<file path="config.mk">
export PLATFORM = sky130hd
export DESIGN_NAME = cwd_config_word_decoder
export DESIGN_NICKNAME = d
export VERILOG_FILES = /design/src/rtl/cwd_config_word_decoder.v
export VERILOG_INCLUDE_DIRS = /design/src /design/src/inc
export SDC_FILE = /design/constraint.sdc
export NUM_CORES = 1
export LEC_CHECK = 0
export BUFFER_PORTS_ARGS = -buffer_cell sky130_fd_sc_hd__buf_2
export CAP_MARGIN = 20
export CORE_UTILIZATION = 48
export DETAILED_ROUTE_END_ITERATION = 8
export HOLD_SLACK_MARGIN = 0.02
export PLACE_DENSITY_LB_ADDON = 0.08
export SLEW_MARGIN = 5
export SYNTH_ARGS = -nofsm -noshare
export SYNTH_HDL_FRONTEND = slang
export SYNTH_SLANG_ARGS = --single-unit
</file>
<file path="constraint.sdc">
create_clock -name clk_i -period 1.4 [get_ports clk_i]
set_input_delay 0.07 -clock clk_i [delete_from_list [all_inputs] [get_ports clk_i]]
set_output_delay 0.07 -clock clk_i [all_outputs]
set_load 0.01 [all_outputs]
</file>
<file path="src/inc/cwd_defines.vh">
// Summary of operation
// - code_protect 1 disables protection, 0 enables
// - low_voltage_prog 1 ignores reset_pin_select
// - reset_pin_select 1: master clear, pull-up on
// - reset_pin_select 0: input, pull-up follows enable
// - powerup_timer_enable is active low
// - watchdog_mode 11 always on, 10 awake only
// - watchdog_mode 01 software bit, 00 off
// - osc_select 111/110/101 external clock ranges
// - osc_select 100 internal, 011 external rc
// - osc_select 010/001/000 crystal modes
// - program erase or bulk erase wipes memory
`ifndef CWD_DEFINES_VH
`define CWD_DEFINES_VH
// ----------------------------------------
// register byte offsets
// ----------------------------------------
`define CWD_OFS_WORD_ONE 4'h0
`define CWD_OFS_WORD_TWO 4'h4
`define CWD_OFS_CONTROL 4'h8
`define CWD_OFS_STATUS 4'hc
// ----------------------------------------
// word one field positions
// ----------------------------------------
`define CWD_PROT_BIT 7
`define CWD_RPS_BIT 6
`define CWD_PUT_BIT 5
`define CWD_WDM_HI 4
`define CWD_WDM_LO 3
`define CWD_OSC_HI 2
`define CWD_OSC_LO 0
// ----------------------------------------
// word two field positions
// ----------------------------------------
`define CWD_LOWV_BIT 13
`define CWD_DEBUG_BIT 12
// implemented mask of word two, others read as one
`define CWD_W2_IMPL 14'h3f83
// ----------------------------------------
// reset and erased values
// ----------------------------------------
`define CWD_ERASED 14'h3fff
// ----------------------------------------
// control bits
// ----------------------------------------
`define CWD_CTL_SWDT 0
`define CWD_CTL_PULLUP 1
`define CWD_CTL_SLEEP 2
`define CWD_CTL_ERASE_PM 3
`define CWD_CTL_BULK 4
// ----------------------------------------
// watchdog and oscillator codes
// ----------------------------------------
`define CWD_WDM_ON 2'h3
`define CWD_WDM_AWAKE 2'h2
`define CWD_WDM_SOFT 2'h1
`define CWD_OSC_EXT_HI 3'h7
`define CWD_OSC_EXT_MID 3'h6
`define CWD_OSC_EXT_LO 3'h5
`define CWD_OSC_INT 3'h4
`define CWD_OSC_RC 3'h3
`define CWD_OSC_XTAL_FAST 3'h2
`define CWD_OSC_XTAL_STD 3'h1
`define CWD_OSC_XTAL_SLOW 3'h0
// ----------------------------------------
// response codes
// ----------------------------------------
`define CWD_RESP_OKAY 2'h0
`define CWD_RESP_SLVERR 2'h2
`endif

</file>
<file path="src/rtl/cwd_config_word_decoder.v">
// The implementer's own choices: the AXI4-Lite interface to the registers and the address map.
`timescale 1ns/1ps
`include "cwd_defines.vh"
module cwd_config_word_decoder (
	// clock and reset
	input wire clk_i,
	input wire rst_i,
	// nonvolatile storage image
	input wire [13:0] nv_word_one_i,
	input wire [13:0] nv_word_two_i,
	// erase strobes to storage
	output reg erase_program_o,
	output reg erase_config_o,
	// decoded settings
	output reg protect_active_o,
	output reg master_clear_en_o,
	output reg pin_pullup_o,
	output reg powerup_timer_en_o,
	output reg watchdog_run_o,
	output reg [2:0] osc_mode_o,
	output reg ext_clock_o,
	output reg internal_osc_o,
	output reg clock_pin_io_o,
	output reg external_rc_o,
	output reg crystal_drive_o,
	// axi4-lite write address
	input wire [3:0] s_axi_awaddr,
	input wire s_axi_awvalid,
	output reg s_axi_awready,
	// axi4-lite write data
	input wire [31:0] s_axi_wdata,
	input wire [3:0] s_axi_wstrb,
	input wire s_axi_wvalid,
	output reg s_axi_wready,
	// axi4-lite write response
	output reg [1:0] s_axi_bresp,
	output reg s_axi_bvalid,
	input wire s_axi_bready,
	// axi4-lite read address
	input wire [3:0] s_axi_araddr,
	input wire s_axi_arvalid,
	output reg s_axi_arready,
	// axi4-lite read data
	output reg [31:0] s_axi_rdata,
	output reg [1:0] s_axi_rresp,
	output reg s_axi_rvalid,
	input wire s_axi_rready
);

// ----------------------------------------
// state
// ----------------------------------------
localparam ST_LOAD = 1'b0;
localparam ST_RUN = 1'b1;

reg state_reg;
reg [13:0] sync1_one_reg;
reg [13:0] sync2_one_reg;
reg [13:0] sync1_two_reg;
reg [13:0] sync2_two_reg;
reg [13:0] word_one_reg;
reg [13:0] word_two_reg;
reg [2:0] ctl_reg;
reg [3:0] aw_addr_reg;
reg aw_have_reg;
reg [31:0] w_data_reg;
reg [3:0] w_strb_reg;
reg w_have_reg;

// decode of the latched words
wire low_v = word_two_reg[`CWD_LOWV_BIT];
wire [1:0] wdm = word_one_reg[`CWD_WDM_HI:`CWD_WDM_LO];
wire [2:0] osc = word_one_reg[`CWD_OSC_HI:`CWD_OSC_LO];
// low-voltage mode overrides the pin select bit
wire rst_pin_sel = ~low_v & word_one_reg[`CWD_RPS_BIT];
reg wd_run;

// ----------------------------------------
// functions
// ----------------------------------------
// read-back view of word two, unimplemented bits forced to one
function [13:0] view_two;
	input [13:0] w;
	begin
		view_two = w | ~`CWD_W2_IMPL;
	end
endfunction

// word-aligned byte address, low two bits dropped
function [3:0] word_addr;
	input [3:0] a;
	begin
		word_addr = {a[3:2], 2'b00};
	end
endfunction

// external clock fed on the clock-in pin
function osc_is_ext;
	input [2:0] c;
	begin
		case (c)
			`CWD_OSC_EXT_HI: osc_is_ext = 1'b1;
			`CWD_OSC_EXT_MID: osc_is_ext = 1'b1;
			`CWD_OSC_EXT_LO: osc_is_ext = 1'b1;
			default: osc_is_ext = 1'b0;
		endcase
	end
endfunction

// crystal or resonator across both oscillator pins
function osc_is_xtal;
	input [2:0] c;
	begin
		case (c)
			`CWD_OSC_XTAL_FAST: osc_is_xtal = 1'b1;
			`CWD_OSC_XTAL_STD: osc_is_xtal = 1'b1;
			`CWD_OSC_XTAL_SLOW: osc_is_xtal = 1'b1;
			default: osc_is_xtal = 1'b0;
		endcase
	end
endfunction

// watchdog run from mode, software bit and sleep
always @* begin
	case (wdm)
		`CWD_WDM_ON: wd_run = 1'b1;
		`CWD_WDM_AWAKE: wd_run = ~ctl_reg[`CWD_CTL_SLEEP];
		`CWD_WDM_SOFT: wd_run = ctl_reg[`CWD_CTL_SWDT];
		default: wd_run = 1'b0;
	endcase
end

// ----------------------------------------
// storage sampling and latch at reset
// ----------------------------------------
// storage pins come from outside, two flops first
always @(posedge clk_i) begin
	sync1_one_reg <= nv_word_one_i;
	sync2_one_reg <= sync1_one_reg;
	sync1_two_reg <= nv_word_two_i;
	sync2_two_reg <= sync1_two_reg;
end

// words load once after reset, then stay fixed
always @(posedge clk_i) begin
	if (rst_i) begin
		state_reg <= ST_LOAD;
		word_one_reg <= `CWD_ERASED;
		word_two_reg <= `CWD_ERASED;
	end else begin
		case (state_reg)
			ST_LOAD: begin
				word_one_reg <= sync2_one_reg;
				word_two_reg <= view_two(sync2_two_reg);
				state_reg <= ST_RUN;
			end
			ST_RUN: state_reg <= ST_RUN;
			default: state_reg <= ST_LOAD;
		endcase
	end
end

// ----------------------------------------
// protection and reset pin outputs
// ----------------------------------------
// protection and pin function follow the latched words
always @(posedge clk_i) begin
	if (rst_i) begin
		protect_active_o <= 1'b0;
		master_clear_en_o <= 1'b0;
		pin_pullup_o <= 1'b0;
	end else begin
		protect_active_o <= ~word_one_reg[`CWD_PROT_BIT];
		master_clear_en_o <= rst_pin_sel;
		// pull-up on in reset mode, else from the enable bit
		pin_pullup_o <= rst_pin_sel | ctl_reg[`CWD_CTL_PULLUP];
	end
end

// ----------------------------------------
// timer and watchdog outputs
// ----------------------------------------
// timer enable is inverted, watchdog may follow sleep
always @(posedge clk_i) begin
	if (rst_i) begin
		powerup_timer_en_o <= 1'b0;
		watchdog_run_o <= 1'b0;
	end else begin
		powerup_timer_en_o <= ~word_one_reg[`CWD_PUT_BIT];
		watchdog_run_o <= wd_run;
	end
end

// ----------------------------------------
// oscillator outputs
// ----------------------------------------
// out of reset, exactly one clock source class is flagged at a time; in reset none is
always @(posedge clk_i) begin
	if (rst_i) begin
		osc_mode_o <= `CWD_OSC_EXT_HI;
		ext_clock_o <= 1'b0;
		internal_osc_o <= 1'b0;
		clock_pin_io_o <= 1'b0;
		external_rc_o <= 1'b0;
		crystal_drive_o <= 1'b0;
	end else begin
		osc_mode_o <= osc;
		ext_clock_o <= osc_is_ext(osc);
		// internal source frees the clock-in pin
		internal_osc_o <= (osc == `CWD_OSC_INT);
		clock_pin_io_o <= (osc == `CWD_OSC_INT);
		external_rc_o <= (osc == `CWD_OSC_RC);
		crystal_drive_o <= osc_is_xtal(osc);
	end
end

// ----------------------------------------
// status word
// ----------------------------------------
// status byte gathers the decoded outputs for software
wire [7:0] status_byte = {watchdog_run_o, master_clear_en_o,
	pin_pullup_o, powerup_timer_en_o, protect_active_o, osc_mode_o};

// ----------------------------------------
// axi4-lite write channel
// ----------------------------------------
wire do_write = aw_have_reg & w_have_reg & ~s_axi_bvalid;
wire ctl_hit = (aw_addr_reg == `CWD_OFS_CONTROL);
wire st_hit = (aw_addr_reg == `CWD_OFS_STATUS);
wire ctl_write = do_write & ctl_hit & w_strb_reg[0];

// address and data handshakes, then one response
always @(posedge clk_i) begin
	if (rst_i) begin
		s_axi_awready <= 1'b1;
		s_axi_wready <= 1'b1;
		s_axi_bvalid <= 1'b0;
		s_axi_bresp <= `CWD_RESP_OKAY;
		aw_have_reg <= 1'b0;
		w_have_reg <= 1'b0;
		aw_addr_reg <= 4'h0;
		w_data_reg <= 32'h0;
		w_strb_reg <= 4'h0;
	end else begin
		// address and data taken in either order
		if (s_axi_awvalid & s_axi_awready) begin
			aw_addr_reg <= word_addr(s_axi_awaddr);
			aw_have_reg <= 1'b1;
			s_axi_awready <= 1'b0;
		end
		if (s_axi_wvalid & s_axi_wready) begin
			w_data_reg <= s_axi_wdata;
			w_strb_reg <= s_axi_wstrb;
			w_have_reg <= 1'b1;
			s_axi_wready <= 1'b0;
		end
		if (do_write) begin
			aw_have_reg <= 1'b0;
			w_have_reg <= 1'b0;
			s_axi_bvalid <= 1'b1;
			// config words are read only, writes there are refused
			if (ctl_hit | st_hit)
				s_axi_bresp <= `CWD_RESP_OKAY;
			else
				s_axi_bresp <= `CWD_RESP_SLVERR;
		end
		if (s_axi_bvalid & s_axi_bready) begin
			s_axi_bvalid <= 1'b0;
			s_axi_awready <= 1'b1;
			s_axi_wready <= 1'b1;
		end
	end
end

// ----------------------------------------
// control register and erase strobes
// ----------------------------------------
// control bits update on a write through byte lane zero
always @(posedge clk_i) begin
	if (rst_i) begin
		ctl_reg <= 3'h0;
		erase_program_o <= 1'b0;
		erase_config_o <= 1'b0;
	end else begin
		// strobes last one cycle unless written again
		erase_program_o <= 1'b0;
		erase_config_o <= 1'b0;
		if (ctl_write) begin
			ctl_reg <= w_data_reg[2:0];
			// the program-erase bit or the bulk bit wipes program memory
			erase_program_o <= w_data_reg[`CWD_CTL_ERASE_PM] |
				w_data_reg[`CWD_CTL_BULK];
			// bulk erase also wipes configuration memory
			erase_config_o <= w_data_reg[`CWD_CTL_BULK];
		end
	end
end

// ----------------------------------------
// axi4-lite read channel
// ----------------------------------------
always @(posedge clk_i) begin
	if (rst_i) begin
		s_axi_arready <= 1'b1;
		s_axi_rvalid <= 1'b0;
		s_axi_rdata <= 32'h0;
		s_axi_rresp <= `CWD_RESP_OKAY;
	end else begin
		if (s_axi_arvalid & s_axi_arready) begin
			s_axi_arready <= 1'b0;
			s_axi_rvalid <= 1'b1;
			s_axi_rresp <= `CWD_RESP_OKAY;
			case (word_addr(s_axi_araddr))
				`CWD_OFS_WORD_ONE: s_axi_rdata <= {18'h0, word_one_reg};
				`CWD_OFS_WORD_TWO: s_axi_rdata <= {18'h0, word_two_reg};
				`CWD_OFS_CONTROL: s_axi_rdata <= {29'h0, ctl_reg};
				`CWD_OFS_STATUS: s_axi_rdata <= {24'h0, status_byte};
				default: begin
					s_axi_rdata <= 32'h0;
					s_axi_rresp <= `CWD_RESP_SLVERR;
				end
			endcase
		end
		if (s_axi_rvalid & s_axi_rready) begin
			s_axi_rvalid <= 1'b0;
			s_axi_arready <= 1'b1;
		end
	end
end

endmodule

</file>
# Word level (Yosys, flattened, before mapping)
# Index checks and enable logic that the tools add are counted.
totals:
  input_bits: 79
  word_cells: 80
  reg_bits: 146
  out_inout_bits: 56
op_classes:
  eq_ne: 15
  n_mux: 6
  n_reduce_logical: 8
  n_bitwise: 19
ops:
  columns: ["cell", "n"]
  rows:
  - ["$pmux W32 S4", 1]
  - ["$eq A2 B2 Y1 const B", 6]
  - ["$eq A3 B3 Y1 const B", 4]
  - ["$and A1 B1 Y1", 10]
  - ["$reduce_or A2 Y1", 4]
  - ["$eq A3 B2 Y1 const B", 2]
  - ["$not A1 Y1", 6]
  - ["$reduce_or A3 Y1", 2]
  - ["$eq A2 B1 Y1 const B", 2]
  - ["$eq A3 B1 Y1 const B", 1]
  - ["$logic_not A3 Y1", 1]
  - ["$mux W1", 3]
  - ["$or A1 B1 Y1", 3]
  - ["$pmux W1 S3", 1]
  - ["$logic_not A2 Y1", 1]
  - ["$mux W2", 1]

# Logic depth before layout (Yosys ltp)
# Gate-level depths: netlist of the first run.
depth:
  ltp_word: 6
  mapped_depth: 5
  ltp_nobuf: 3

# Worst setup path after synthesis of the first run
# No wires, ideal clock.
synth_timing:
  path_kind: "flip-flop to flip-flop"
  start: "register s_axi_arready"
  end: "register s_axi_rdata[10]"
  n_path_buf: 1
  t_required_ns: 1.283
  t_arrival_ns: 0.953
  path_slack_ns: 0.330
  synth_period_minus_slack_ns: 1.070
  stages_incl_launch_ff: 5
  setup_ns: 0.117
  cell_sequence: "dfxtp_1 > nand2_1 > buf_1 > a22oi_1 > nor2_1"
synth_via:
  elab_chain_len: 1
synth_lines:
  columns: ["element", "line_no", "rtl"]
  rows:
  - ["from (decl)", "cwd_config_word_decoder.v:42", "output reg s_axi_arready,"]
  - ["from (signal assigned)", "cwd_config_word_decoder.v:304", "s_axi_arready <= 1'b1;"]
  - ["from (signal assigned)", "cwd_config_word_decoder.v:310", "s_axi_arready <= 1'b0;"]
  - ["from (signal assigned)", "cwd_config_word_decoder.v:326", "s_axi_arready <= 1'b1;"]
  - ["$and A1 B1 Y1", "cwd_config_word_decoder.v:309", "if (s_axi_arvalid & s_axi_arready) begin"]
  - ["to (signal assigned)", "cwd_config_word_decoder.v:314", "`CWD_OFS_WORD_ONE: s_axi_rdata <= {18'h0, word_one_reg};"]
  - ["to (signal assigned)", "cwd_config_word_decoder.v:315", "`CWD_OFS_WORD_TWO: s_axi_rdata <= {18'h0, word_two_reg};"]
  - ["to (signal assigned)", "cwd_config_word_decoder.v:316", "`CWD_OFS_CONTROL: s_axi_rdata <= {29'h0, ctl_reg};"]
  - ["to (decl)", "cwd_config_word_decoder.v:44", "output reg [31:0] s_axi_rdata,"]
# Every way passes these cells.
# A chain may end at the register's enable or synchronous reset.

# Worst setup path in the final report of the first run
layout_timing:
  start: "input port rst_i"
  end: "register s_axi_awready"
layout_via:
  elab_chain_len: 1
layout_lines:
  columns: ["element", "line_no", "rtl"]
  rows:
  - ["from (decl)", "cwd_config_word_decoder.v:7", "input wire rst_i,"]
  - ["$reduce_or A2 Y1 (no source line)", null, null]
  - ["to (signal assigned)", "cwd_config_word_decoder.v:235", "s_axi_awready <= 1'b1;"]
  - ["to (signal assigned)", "cwd_config_word_decoder.v:249", "s_axi_awready <= 1'b0;"]
  - ["to (signal assigned)", "cwd_config_word_decoder.v:269", "s_axi_awready <= 1'b1;"]
  - ["to (decl)", "cwd_config_word_decoder.v:29", "output reg s_axi_awready,"]
# Every way passes these cells.

==> results of run 1 <==
stage by stage:
step | total power [mW] | hold WS [ns]
5_1_grt | 8.52 | 0.0962
4_1_cts | 8.28 | 0.0750
3_3_place_gp | 4.15 | 0.172
6_report | 8.21 | 0.0953
2_1_floorplan | 4.02 | 0.0977
3_5_place_dp | 4.16 | 0.174
final timing paths:
check	start	endpoint	slack, ns	depth (start not counted)
setup reg to reg	s_axi_wready	w_strb_reg[0]	0.09	4
hold reg to reg	sync1_one_reg[6]	sync2_one_reg[6]	0.32	0
setup / recovery	rst_i	s_axi_awready	0.06	5
hold / removal	s_axi_araddr[3]	s_axi_rdata[7]	0.1	4
logic make-up after synthesis:
logic type	count (synthesis)	synth area share [%]
AOI/OAI and AO/OA	48	7.56
buffers and inverters	47	7.86
muxes	38	11.1
DFF	117	62.7
and+or+nand+nor	85	10.7
other	1	0.100
routing by layer:
metal | track usage, % | routed length (µm)
met1 | 22.4 | 3460
met2 | 30.7 | 3490
met3 | 6.14 | 261
met4 | 7.93 | 65
met5 | 0 | 0
cells in the final DEF (no fill, tap or decap), types with 2 or more instances in the layout:
| cell type | count |
|---|---|
| clkinv_4 | 3 |
| nand3_1 | 8 |
| clkbuf_16 | 16 |
| clkinv_2 | 5 |
| dlygate4sd3_1 | 45 |
| conb_1 | 21 |
| a21oi_1 | 24 |
| buf_4 | 8 |
| and3_1 | 2 |
| clkinvlp_4 | 3 |
| inv_1 | 7 |
| o211a_1 | 2 |
| clkbuf_8 | 2 |
| dfxtp_1 | 117 |
| nor2_1 | 12 |
| nand2b_1 | 2 |
| mux4_2 | 2 |
| mux2_2 | 9 |
| nand2_1 | 50 |
| or2_2 | 4 |
| o221ai_1 | 2 |
| nor3b_1 | 2 |
| mux2i_1 | 27 |
| bufinv_16 | 2 |
| buf_2 | 74 |
| a22oi_1 | 7 |
| o21ai_0 | 11 |
cell usage after synthesis (2+ instances only):
master and n:
and3_1 2, o211a_1 2, buf_4 26, o221ai_1 2, or2_2 4, inv_1 7, a22oi_1 7, mux2_2 9
nand3_1 8, mux2i_1 27, nand2_1 50, mux4_2 2, nor3b_1 2, buf_2 9, dfxtp_1 117, a21oi_1 24
o21ai_0 11, nor2_1 12, nand2b_1 2, clkbuf_1 2
area by class of cell:
cell class	count	area share, %
Multi-Input combinational cell	192	22.9
Sequential cell	117	45.6
Inverter	7	0.512
Timing Repair Buffer	128	17.5
Clock buffer	19	8.40
Tap cell	99	2.41
Clock inverter	13	2.61
power by group:
part | switching [mW] | internal, mW
combinational | 0.282 | 0.308
sequential | 0.0923 | 3.52
clock | 1.45 | 2.56
total | 1.82 | 6.39
worst max-delay path: stages:
cell and delay (ns):
dlygate4sd3_1 0.54, buf_2 0.24, a21oi_1 0.21, o21ai_0 0.10, dlygate4sd3_1 0.56
timing repair:
action                                 CTS  global route
endpoints found under the hold margin   45             0
gates resized for setup                  0             0
hold buffers                            45             0
==> qor.csv, run 1 <==
metric,value,unit
hold_violations,0,
setup_viol,0,
rsz0062_at_grt,no,
routed_wl,7270,µm
hp-class,input pin to flop,
power.density,1600,nW/µm²
gp_congestion,0.764,
grt_use_total,18.7,%
ys_ff_latch,117,
ios,135,
antennaDiodeCount,0,
vias_per_cell,4.62,
status,finished clean,
drtIter0Drc,106,
yosysTopAreaCellShare,62.7,%
tns,0,ns
post-cts-setup-buffer-count,0,
synth_edf_count,0,
die-area,8150,µm²
max-vdd-ir-drop,1210,µV
synth_top_area_cell,dfxtp_1,
dp_slack,0.253,ns
crit_path_end_kind,flop,
drc,0,
cts_sinks,117,
critPathArrivalTime,1.71,ns
dieWidth,90.3,µm
synth_cell_type_count,31,
firstDrtPassIters,4,
worstSetupPathType,input pin to flop,
syn_inst,336,
initial_core_util,50.5,%
path_clk_slew,0.05,ns
grt_max_degree,40,
area_growth,37.4,%
finalCriticalPeriod,1.34,ns
die-height,90.3,µm
clockBufferDepth,2,
htreeDepth,4,
grt_pass1_wl,11800,µm
start_kind,input pin,
ys.flop_type,dfxtp_1,
period_share,95.5,%
fin_ws,0.0625,ns
cp_max_fo,17,
design_area,5140,µm²
nFillCells,582,
p_leak,2.36,nW
antenna_found_initial,0,
rows,31,
final_util,69.3,%
final_cells,575,
core_area,7410,µm²
syn_area,3740,µm²
seq_area_frac_synth,62.7,%
vias,2655,
max-cap-violations,0,
ctsRootBufferMaster,clkbuf_8,
placed_cell_area,4120,µm²
drive_above_1_share,27.9,%
worstPathRequired,1.78,ns
cts_buffers,17,
placed_cells,498,
wl_per_cell,12.7,µm
synthArstFlopShare,0,%
synth_area_leaders,"dfxtp_1 (63%), mux2i_1 (7.2%), buf_4 (5.2%)",
slew_viol_final,0,
syn_area_per_cell,11.1,µm²
drtAntennaViolNets,0,
cts_tree,done,
skew,0.00669,ns
clock.fmax,748,MHz
grt_pass1_vias,2573,
yosys_warnings,0,
nNetsFinal,542,
dp_hpwl,4420,µm
clock_latency,0.49,ns
multiInputGateArea,1180,µm²
grt.overflow.total,0,
seq_area,2340,µm²
io_buffer_count,74,
No activity file was read; power rests on OpenSTA's default activity.
==> run 2, diff against run 1 <==
--- a/config.mk
+++ b/config.mk
@@ -8,6 +8,7 @@
 export LEC_CHECK = 0
 export BUFFER_PORTS_ARGS = -buffer_cell sky130_fd_sc_hd__buf_2
 export CAP_MARGIN = 20
+export CORE_ASPECT_RATIO = 0.8
 export CORE_UTILIZATION = 48
 export DETAILED_ROUTE_END_ITERATION = 8
 export HOLD_SLACK_MARGIN = 0.02
==> run 2 against run 1 <==
Against the previous run: die area about the same; setup slack improved by 0.0094 ns; critical path depth decreased by 3; global-route usage increased by 0.40 points; cell count increased by 1.2%; via count decreased by 1.1%; count of clock-buffer cells in the layout decreased by 2; core utilization increased by 0.087 points; first-iteration DRC count decreased by 14%; clock skew decreased by 0.0018 ns; sequential share of layout area decreased by 0.39 points; critical path type is now flop to flop; highest routed layer unchanged.
==> qor.csv, run 2 (synthesized netlist as in run 1, its figures left out) <==
metric,value,unit
status,finished clean,
combPwrFrac,7.1,%
antennaDiodeCount,0,
period_share,94.9,%
worstSetupPathType,flop to flop,
grt_pass1_wl,11500,µm
clock.fmax,753,MHz
power.density,1620,nW/µm²
wl_per_cell,12.4,µm
grt.overflow.total,0,
grt_max_degree,40,
nFillCells,575,
drc,0,
crit_start,s_axi_arready,
area_growth,38.6,%
drtAntennaViolNets,0,
p_clk_share,49.8,%
max-vdd-ir-drop,1090,µV
p_switching,1.96,mW
path_clk_slew,0.06,ns
drive_above_1_share,28.3,%
clock_latency,0.50,ns
mostFrequentLayoutCell,dfxtp_1,
grt_pass1_vias,2509,
vias_per_cell,4.51,
dp_hpwl,4370,µm
cpPeakStageDelay,0.55,ns
routed_wl,7210,µm
cts_buffers,17,
cp_max_fo,5,
internal_power,6.41,mW
antenna_found_initial,0,
ios,135,
rsz0062_at_grt,no,
netSwitchingFraction,23.4,%
initial_core_util,50.1,%
p_seq_share,43.1,%
final_cell_mix,"dfxtp_1 (117), buf_2 (74), nand2_1 (50), dlygate4sd3_1 (46), mux2i_1 (27)",
final_util,69.4,%
hold_violations,0,
gp_congestion,0.724,
clockBufferDepth,2,
post-cts-setup-buffer-count,0,
io_buffer_count,74,
grt_use_total,19.1,%
drtIter0Drc,91,
max-cap-violations,0,
crit_path_end_kind,flop,
cp_num_buf_inv,1,
start_kind,flop,
vias,2625,
setup_viol,0,
worstHoldStart,s_axi_araddr[3],
slew_viol_final,0,
crit_family,buffers and inverters,
die-height,80.9,µm
critPathArrivalTime,1.72,ns
die-area,8150,µm²
p_leak,2.39,nW
crit_chain,a221o_1 > dlygate4sd3_1,
cts_sinks,117,
finalCriticalPeriod,1.33,ns
core_area,7460,µm²
hp-class,input pin to flop,
ctsRootBufferMaster,clkbuf_8,
timing.rr.start,s_axi_arready,
fin_total_pwr,8.37,mW
tns,0,ns
cts_tree,done,
firstDrtPassIters,4,
rows,28,
nNetsFinal,543,
skew,0.00489,ns
cp_slowest_cell,dlygate4sd3_1,
dieWidth,101,µm
worstPathRequired,1.79,ns
htreeDepth,4,
[run 2: cell count changes in the layout (fill, tap and decap cells not counted), moves of 2 or more]
cell,delta
inv_8,+2
inv_6,+6
clkinv_2,-3
clkinvlp_4,-2
[run 2: what timing repair did]
| item | in CTS | in global routing |
|---|---|---|
| hold buffers | 46 | 0 |
| setup endpoints to repair | 0 | 3 |
| gates resized for setup | 0 | 3 |
| hold endpoints to repair | 41 | 0 |
[run 2: cell type report]
type	count	area, µm²	share of cell area, %
Clock buffer	17	414	8.00
Tap cell	105	131	2.54
Inverter	7	26.3	0.507
Timing Repair Buffer	129	915	17.7
Multi-Input combinational cell	192	1180	22.8
Sequential cell	117	2340	45.2
Clock inverter	15	170	3.29
[run 2: power groups by stage]
stage	clock network, mW	registers [mW]	logic [mW]
floorplan	0	3.68	0.339
global placement	0	3.68	0.475
detailed placement	0	3.68	0.482
CTS	4.25	3.61	0.587
global route	4.42	3.63	0.653
finish	4.17	3.61	0.592
[run 2: path summary, 6_finish.rpt]
path / endpoint / slack [ns] / cells after the start
max reg2reg: s_axi_arready / 0.07 / 2
min: s_axi_rdata[7] / 0.09 / 4
min reg2reg: sync2_one_reg[3] / 0.33 / 0
max: s_axi_arready / 0.07 / 2
[run 2: routing by layer]
metal	up-vias	track usage [%]	routed length (µm)
met2	84	30.3	3230
met3	14	7.06	389
li1	1347	-	-
met4	0	9.71	108
met1	1180	22.9	3480
met5	-	0	0
[run 2: per-stage QoR]
step / cells / instance area, µm² / hold slack, ns / setup slack (ns)
after floorplan: 356 / 3810 / 0.0977 / 0.330
after global placement: 504 / 4130 / 0.172 / 0.286
after detailed placement: 504 / 4130 / 0.174 / 0.261
after CTS: 582 / 5170 / 0.0780 / 0.0431
after global routing: 582 / 5180 / 0.121 / 0.00207
final: 582 / 5180 / 0.0934 / 0.0719
[run 2: tightest hold or removal path, cell delays in order]
cell     delay, ns
buf_2         0.18
nor2_1        0.11
a22oi_1       0.06
a21oi_1       0.13
==> run 3, diff against run 2 <==
--- a/config.mk
+++ b/config.mk
@@ -9,7 +9,7 @@
 export BUFFER_PORTS_ARGS = -buffer_cell sky130_fd_sc_hd__buf_2
 export CAP_MARGIN = 20
 export CORE_ASPECT_RATIO = 0.8
-export CORE_UTILIZATION = 48
+export CORE_UTILIZATION = 45
 export DETAILED_ROUTE_END_ITERATION = 8
 export HOLD_SLACK_MARGIN = 0.02
 export PLACE_DENSITY_LB_ADDON = 0.08
==> run 3 against run 2 <==
Against the previous run: count of clock-buffer cells in the layout unchanged; setup slack improved by 0.0054 ns; critical endpoint unchanged; die area increased by 6.5%; wire length increased by 2.9%; clock skew increased by 0.0019 ns.
==> qor.csv, run 3 (synthesized netlist as in run 1, its figures left out) <==
metric,value,unit
status,finished clean,
antenna_found_initial,0,
grt_pass1_vias,2581,
cts_buffers,17,
die-height,83.5,µm
tns,0,ns
p_clk_share,47.5,%
cts_sinks,117,
rsz0062_at_grt,no,
crit_path_end_kind,flop,
period_share,94.5,%
initial_core_util,46.8,%
final_util,64.1,%
worstPathRequired,1.80,ns
max-cap-violations,0,
routed_wl,7420,µm
setup_viol,0,
reg2regPathDepth,2,
area_growth,36.8,%
reg2reg_setup_slack,0.08,ns
io_buffer_count,74,
final_cells,584,
cts_tree,done,
crit_start,s_axi_arready,
dieWidth,104,µm
p_switching,1.97,mW
post-cts-setup-buffer-count,0,
skew,0.00677,ns
timing.rr.start,s_axi_arready,
r2r_end,s_axi_arready,
nFillCells,676,
mostFrequentLayoutCell,dfxtp_1,
grt_max_degree,40,
p_seq_share,45.1,%
p_leak,2.36,nW
hold_violations,0,
critPathArrivalTime,1.72,ns
grt.overflow.total,0,
final_cell_mix,"dfxtp_1 (117), buf_2 (74), nand2_1 (50), dlygate4sd3_1 (45), mux2i_1 (27)",
netSwitchingFraction,24.6,%
vias_per_cell,4.53,
rows,29,
hold_depth,4,
die-area,8680,µm²
dp_slack,0.231,ns
finalCriticalPeriod,1.32,ns
clockBufferDepth,2,
nNetsFinal,542,
path_clk_slew,0.06,ns
ios,135,
ctsRootBufferMaster,clkbuf_8,
core_area,7980,µm²
placed_cells,507,
dp_hpwl,4580,µm
drtIter0Drc,107,
cp_max_fo,5,
worstHoldStart,s_axi_araddr[3],
htreeDepth,4,
antennaDiodeCount,0,
drive_above_1_share,28.2,%
internal_power,6.03,mW
gp_congestion,0.757,
start_kind,flop,
hp-class,input pin to flop,
drc,0,
drtAntennaViolNets,0,
vias,2645,
worstSetupPathType,flop to flop,
fin_ws,0.0774,ns
power.density,1560,nW/µm²
slew_viol_final,0,
clock_latency,0.51,ns
cts_resized,0,
clock.fmax,756,MHz
max-vdd-ir-drop,1000,µV
grt_pass1_wl,12400,µm
hold_end,s_axi_rdata[7],
combPwrFrac,7.4,%
grt_use_total,18.9,%
wl_per_cell,12.7,µm
firstDrtPassIters,4,
==> run 3: metrics by stage <==
stage / cell area, µm² / hold WS, ns / total power [mW]
floorplan: 3810 / 0.0977 / 4.02
global placement: 4130 / 0.172 / 4.15
detailed placement: 4130 / 0.174 / 4.17
CTS: 5120 / 0.0800 / 8.08
global route: 5110 / 0.119 / 8.33
finish: 5110 / 0.0939 / 7.99
==> run 3: final cells by class <==
type                            instances  area [µm²]  area share, %
Clock buffer                           17         414           8.10
Tap cell                              108         135           2.64
Sequential cell                       117        2340           45.8
Inverter                                7        26.3          0.514
Multi-Input combinational cell        192        1180           23.0
Clock inverter                         15         118           2.30
Timing Repair Buffer                  128         901           17.6
==> run 3: routing by layer <==
metal | up-vias | GRT usage [%] | routed length (µm)
met3 | 9 | 7.49 | 360
met4 | 0 | 7.92 | 75
li1 | 1342 | - | -
met2 | 72 | 29.2 | 3410
met5 | - | 0 | 0
met1 | 1222 | 23.5 | 3570
==> run 3: power by group through the flow <==
stage	sequential [mW]	combinational (mW)	clock [mW]
finish	3.61	0.588	3.80
global route	3.63	0.653	4.04
CTS	3.61	0.592	3.88
detailed placement	3.68	0.489	0
global placement	3.67	0.479	0
floorplan	3.68	0.339	0
==> run 3: worst max-delay path by stage <==
| stage | slack (ns) | to | cells after the start |
|---|---|---|---|
| CTS | 0.08 | s_axi_arready | 2 |
| floorplan | 0.33 | s_axi_rdata[10] | 4 |
| global route | 0.02 | w_data_reg[1] | 4 |
| detailed placement | 0.23 | s_axi_rdata[6] | 3 |
| global placement | 0.27 | s_axi_rdata[6] | 3 |
| finish | 0.08 | s_axi_arready | 2 |
==> run 3: critical path, stage by stage, from the launching register on <==
cell and delay (ns):
dfxtp_1 0.35, a221o_1 0.32, dlygate4sd3_1 0.55
==> run 3: repair_timing <==
action / CTS / global route
endpoints found under the hold margin: 44 / 0
endpoints found under the setup margin: 0 / 1
hold buffers: 46 / 0
